$ cat src/hw/kli_pkg.sv
`default_nettype none
package kli_pkg;
   // special function register addresses
   localparam logic [7:0] KLI_ADDR_AUX = 8'h90;
   localparam logic [7:0] KLI_ADDR_CTRL = 8'ha3;
   localparam logic [7:0] KLI_ADDR_STAT = 8'ha4;
   // reset values
   localparam logic [7:0] KLI_AUX_RST = 8'hff;
   localparam logic [7:0] KLI_CTRL_RST = 8'h0f;
   localparam logic [7:0] KLI_STAT_RST = 8'h00;
   // field positions
   localparam int KLI_CTRL_MASK_BIT = 0;
   localparam int KLI_CTRL_LEVEL_BIT = 4;
   localparam int KLI_STAT_FLAG_BIT = 0;
   localparam int KLI_STAT_WAKE_BIT = 7;
   localparam int KLI_AUX_KEY_BIT = 0;
   localparam int KLI_AUX_DAC_LSB = 1;
   localparam int KLI_AUX_DAC_MSB = 5;
   localparam int KLI_AUX_TWI_LSB = 6;
   // writable bits of the auxiliary register (key input bit is read-only)
   localparam logic [7:0] KLI_AUX_WMASK = 8'hfe;
endpackage
`default_nettype wire

$ cat src/hw/kli_keypad.sv
`default_nettype none
module kli_keypad (
   // clock and reset
   input wire logic clk_sys,
   input wire logic rst_n,
   // special function register bus
   input wire logic [7:0] sfr_addr,
   input wire logic sfr_wr,
   input wire logic sfr_rd,
   input wire logic [7:0] sfr_wdata,
   output logic [7:0] sfr_rdata,
   // pins and core hooks
   input wire logic keypad_input_line,
   input wire logic keypad_irq_global_enable,
   input wire logic [1:0] twi_line_in,
   output logic keypad_irq,
   output logic keypad_wake,
   output logic [4:0] dac_ctrl_out
);
   import kli_pkg::*;

   ////////////////////////////////////////////////////////////////////////
   logic [7:0] ctrl_q, ctrl_d;
   logic [7:0] aux_q, aux_d;
   logic flag_q, flag_d;
   logic wake_en_q, wake_en_d;
   logic [7:0] rdata_q, rdata_d;

   // one address compare shared by every register select
   function automatic logic kli_addr_hit(input logic [7:0] addr, input logic [7:0] target);
      return addr == target;
   endfunction

   wire logic sel_ctrl = kli_addr_hit(sfr_addr, KLI_ADDR_CTRL);
   wire logic sel_stat = kli_addr_hit(sfr_addr, KLI_ADDR_STAT);
   wire logic sel_aux = kli_addr_hit(sfr_addr, KLI_ADDR_AUX);
   // write data fields, named so the checks can look back at them
   wire logic [4:0] wdata_dac = sfr_wdata[KLI_AUX_DAC_MSB:KLI_AUX_DAC_LSB];
   wire logic wdata_wake = sfr_wdata[KLI_STAT_WAKE_BIT];
   wire logic wdata_mask = sfr_wdata[KLI_CTRL_MASK_BIT];

   wire logic wr_ctrl = sfr_wr && sel_ctrl;
   wire logic wr_stat = sfr_wr && sel_stat;
   wire logic wr_aux = sfr_wr && sel_aux;
   wire logic rd_stat = sfr_rd && sel_stat;

   wire logic level_sel = ctrl_q[KLI_CTRL_LEVEL_BIT];
   wire logic flag_mask = ctrl_q[KLI_CTRL_MASK_BIT];
   // level compare; xnor gives a match for either polarity
   wire logic key_match = ~(keypad_input_line ^ level_sel);

   // set wins over the read-clear so a press during the read survives
   assign flag_d = key_match ? 1'b1 : (rd_stat ? 1'b0 : flag_q);
   assign wake_en_d = wr_stat ? wdata_wake : wake_en_q;
   // reserved control bits are stored as written; software keeps them fixed
   assign ctrl_d = wr_ctrl ? sfr_wdata : ctrl_q;
   assign aux_d = wr_aux ? (sfr_wdata & KLI_AUX_WMASK) | (aux_q & ~KLI_AUX_WMASK) : aux_q;

   wire logic [7:0] stat_view = {wake_en_q, 6'h00, flag_q};
   // twi bits show the live lines, key bit the live input
   wire logic [7:0] aux_view = {twi_line_in, aux_q[KLI_AUX_DAC_MSB:KLI_AUX_DAC_LSB],
                                keypad_input_line};

   always_comb begin
      rdata_d = 8'h00;
      if (sfr_rd) begin
         if (sel_ctrl) rdata_d = ctrl_q;
         else if (sel_stat) rdata_d = stat_view;
         else if (sel_aux) rdata_d = aux_view;
      end
   end

   ////////////////////////////////////////////////////////////////////////
   always_ff @(posedge clk_sys) begin
      if (!rst_n) begin
         ctrl_q <= KLI_CTRL_RST;
         flag_q <= KLI_STAT_RST[KLI_STAT_FLAG_BIT];
         wake_en_q <= KLI_STAT_RST[KLI_STAT_WAKE_BIT];
         aux_q <= KLI_AUX_RST;
         rdata_q <= 8'h00;
      end else begin
         ctrl_q <= ctrl_d;
         flag_q <= flag_d;
         wake_en_q <= wake_en_d;
         aux_q <= aux_d;
         rdata_q <= rdata_d;
      end
   end

   assign sfr_rdata = rdata_q;
   assign dac_ctrl_out = aux_q[KLI_AUX_DAC_MSB:KLI_AUX_DAC_LSB];
   assign keypad_irq = flag_q && !flag_mask && keypad_irq_global_enable;
   // raw compare, not the flag, so wake works with clocks stopped
   assign keypad_wake = wake_en_q && key_match;
endmodule
`default_nettype wire

$ cat config.mk
export PLATFORM = sky130hd
export DESIGN_NAME = kli_keypad
export DESIGN_NICKNAME = d
export VERILOG_FILES = /design/src/hw/kli_pkg.sv /design/src/hw/kli_keypad.sv
export SDC_FILE = /design/constraint.sdc
export NUM_CORES = 1
export LEC_CHECK = 0
export BUFFER_PORTS_ARGS = -buffer_cell sky130_fd_sc_hd__clkbuf_2
export CAP_MARGIN = 15
export CORE_MARGIN = 3
export CORE_UTILIZATION = 43
export CTS_CLUSTER_DIAMETER = 60
export DETAILED_ROUTE_END_ITERATION = 6
export PLACE_DENSITY = 0.74
export SLEW_MARGIN = 20
export SYNTH_ARGS = -nofsm -noshare
export SYNTH_HDL_FRONTEND = slang
export SYNTH_SLANG_ARGS = --single-unit
$ cat constraint.sdc
create_clock -name clk_sys -period 1.12 [get_ports clk_sys]
set_input_delay 0.168 -clock clk_sys [delete_from_list [all_inputs] [get_ports clk_sys]]
set_output_delay 0.168 -clock clk_sys [all_outputs]
set_load 0.01 [all_outputs]
==> run metrics <==
status complete, but fails checks; failing checks setup timing; Slew Limit Fails 0; core area 0.002297 mm^2; switching share of power 24.11%; commonest non-fill, non-tap cell in the layout clkbuf_2; syn avg cell area between 8 and 9 um^2; Yosys cell types 24; Fin. Hold Viols 0; Pleak slightly below 0.6 nW; post-route ant nets 0; cts hold-fix bufs 0; die width around 56 um; Area growth syn-to-layout 38.37%; Post-Syn Area about 0.0011 mm^2; Synth Register Bits 23; pwr dens approximately 930 mW/mm^2; Worst-Skew Late Latency approximately 0.29 ns; CP Max Fanout 2; Worst Slack Setup Final -0.1130 ns; Final setup violation count 2; initial antenna violation count 0; vias in the first global route 1212; CTS tree done; syn_nets about 150; nets@finish ~200; Max VDD drop around 0.00062 V; Setup crit start ctrl_q[4]; fin crit period around 1.2 ns; # DRC 0; Slew HR a little under three quarters; Filler cells between 150 and 200; hold_sp sfr_wdata[6]; gr usage total between 10% and 20%; most frequent cells in the layout 37 x clkbuf_2, 22 x buf_4, 21 x nand3_1, 21 x dfxtp_1, 11 x a21oi_1; count of input and output buffers 38; top-area cell type share of the netlist area a little over two fifths; sequential share of power approximately 60%; Sink Count 23; RR Startpoint ctrl_q[4]; Cells after Synth about 120; GR Overflow Total 0; Comb pwr share 13.8%; n_diodes 0; CTS root buf clkbuf_4; r2r setup slk roughly 0.23 ns; reg2reg end flag_q; DR vias between 1000 and 1500; crit end category output port; Max Clk Rate about 800 MHz; Overall Power 0.001385 W; drt initial violations 42; Worst-Margin Slew 0.4368 ns; # rows 17; pre-CTS setup slack -0.2541 ns; first-pass GRT wire length between 5000 and 6000 um; clk slew on worst S/H paths about 0.12 ns; first-pass detailed-route iteration total 4; Hold Path Cell Cnt 3; largest cells by area after synthesis dfxtp_1 43%, nand3_1 9.8%, o31ai_1 6.3%; P_sw 0.0003339 W; Max Buffers Root-to-Sink 2; Max-Cap Viols 0; initial core utilization between 40% and 50%; WHS Endpoint ctrl_q[6]; worst path required time roughly 0.95 ns; DP Wirelength ~2300 um; worst r2r path cells 3; fin crit share 110.1%; routed vias/inst 5.971; htree depth 1; unrepaired setup endpoints after global routing true; DIE AREA ~0.0031 mm^2; largest net degree at the start of global routing 16; startpoint types flop; clock skew 0.001220 ns; post-synthesis sequential area ratio a little over two fifths; Synth area leader dfxtp_1; share of cells above drive strength 1 44.32%; crit path DAT roughly 1.1 ns; WL final a little over 3000 um; gpl congestion approximately 0.82; Die Y-Extent between 50 and 60 um; cts bufs inserted 3; Synthesis Warnings 0; Clk pwr share between 20% and 30%; WS Path Type reg2out; I/O pins 39; HP Class in2reg; WL/cell around 15 um; Internal Power 0.001051 W
power by group through the flow:
stage / Combinational [W] / Clock (W) / Sequential (W)
finish: 0.000192 / 0.000369 / 0.000825
global route: 0.000208 / 0.000414 / 0.000825
CTS: 0.000189 / 0.000386 / 0.000825
detailed placement: 0.000180 / 0 / 0.000842
global placement: 0.000174 / 0 / 0.000842
floorplan: 0.0000696 / 0 / 0.000842
cells in the mapped netlist:
cell,number
nand2_1,2
xnor2_1,1
nor3_1,2
and4bb_2,3
or4b_4,2
dfxtp_1,23
nor3b_1,1
o21a_1,1
o21ai_1,4
o31ai_1,9
a21oi_1,11
a31oi_1,5
a31o_2,1
clkbuf_1,8
inv_1,4
nor4_1,4
buf_2,3
nand4_1,10
nor4b_2,1
nand4bb_1,2
nand3_1,21
and2_1,1
a311oi_1,2
nor4_2,1
flip-flops by register name, summed over array words and instances (netlist names):
| name | flops |
|---|---|
| wake_en_q | 1 |
| sfr_rdata | 8 |
| flag_q | 1 |
| aux_q | 5 |
| ctrl_q | 8 |
layer usage:
metal  GRT usage (%)  up-vias  share of wire, %
met4           6.441        0              0.52
met1           25.07      570                44
met5               0        -                 0
li1                -      595                 -
met3           2.784        2               6.7
met2           33.72       51                49
area by class of cell:
cell class              instances  area [um^2]  area share [%]
multi-input cells              84        574.3           38.57
clock buffers                   4        26.28           1.765
flip-flops and latches         23        462.9           31.09
well taps                      28        35.03           2.353
inverters                       4        15.01           1.008
repair buffers                 61        375.4           25.21
repair_timing:
item,CTS,global route
setup endpoints to repair,2,3
pin swaps,3,1
buffers inserted,3,0
resized for setup,5,2
worst max-delay path, stage by stage (launching register included):
cell and delay [ns]:
dfxtp_2 0.36, xnor2_2 0.14, and2_1 0.15, clkbuf_2 0.13
logic make-up after synthesis:
logic type             Yosys count  synth area share [%]
AO/OA/AOI/OAI                   33                 19.30
flip-flops                      23                 42.79
XOR/XNOR                         1                0.8141
AND/OR/NAND/NOR                 50                 31.51
buffers and inverters           15                 5.581
metrics by stage:
step | TNS, ns | util, % | area (um^2) | cells | hold slack, ns
after floorplan | -0.2044 | - | 1076 | 122 | 0.3179
after global placement | -3.123 | 61.76 | 1419 | 197 | 0.4125
after detailed placement | -3.767 | 61.76 | 1419 | 197 | 0.4271
after CTS | -0.1553 | 64.54 | 1483 | 204 | 0.09603
after global routing | -0.2233 | 64.81 | 1489 | 204 | 0.08843
final | -0.1362 | 64.81 | 1489 | 204 | 0.1049
worst max path at each step:
stage	slack [ns]	endpoint	cells after the start
after floorplan	-0.04	aux_q[3]	3
after global placement	-0.22	aux_q[4]	4
after detailed placement	-0.25	aux_q[2]	4
after CTS	-0.11	keypad_wake	3
after global routing	-0.15	keypad_wake	3
final	-0.11	keypad_wake	3
Power figures use the tool's default switching activity.
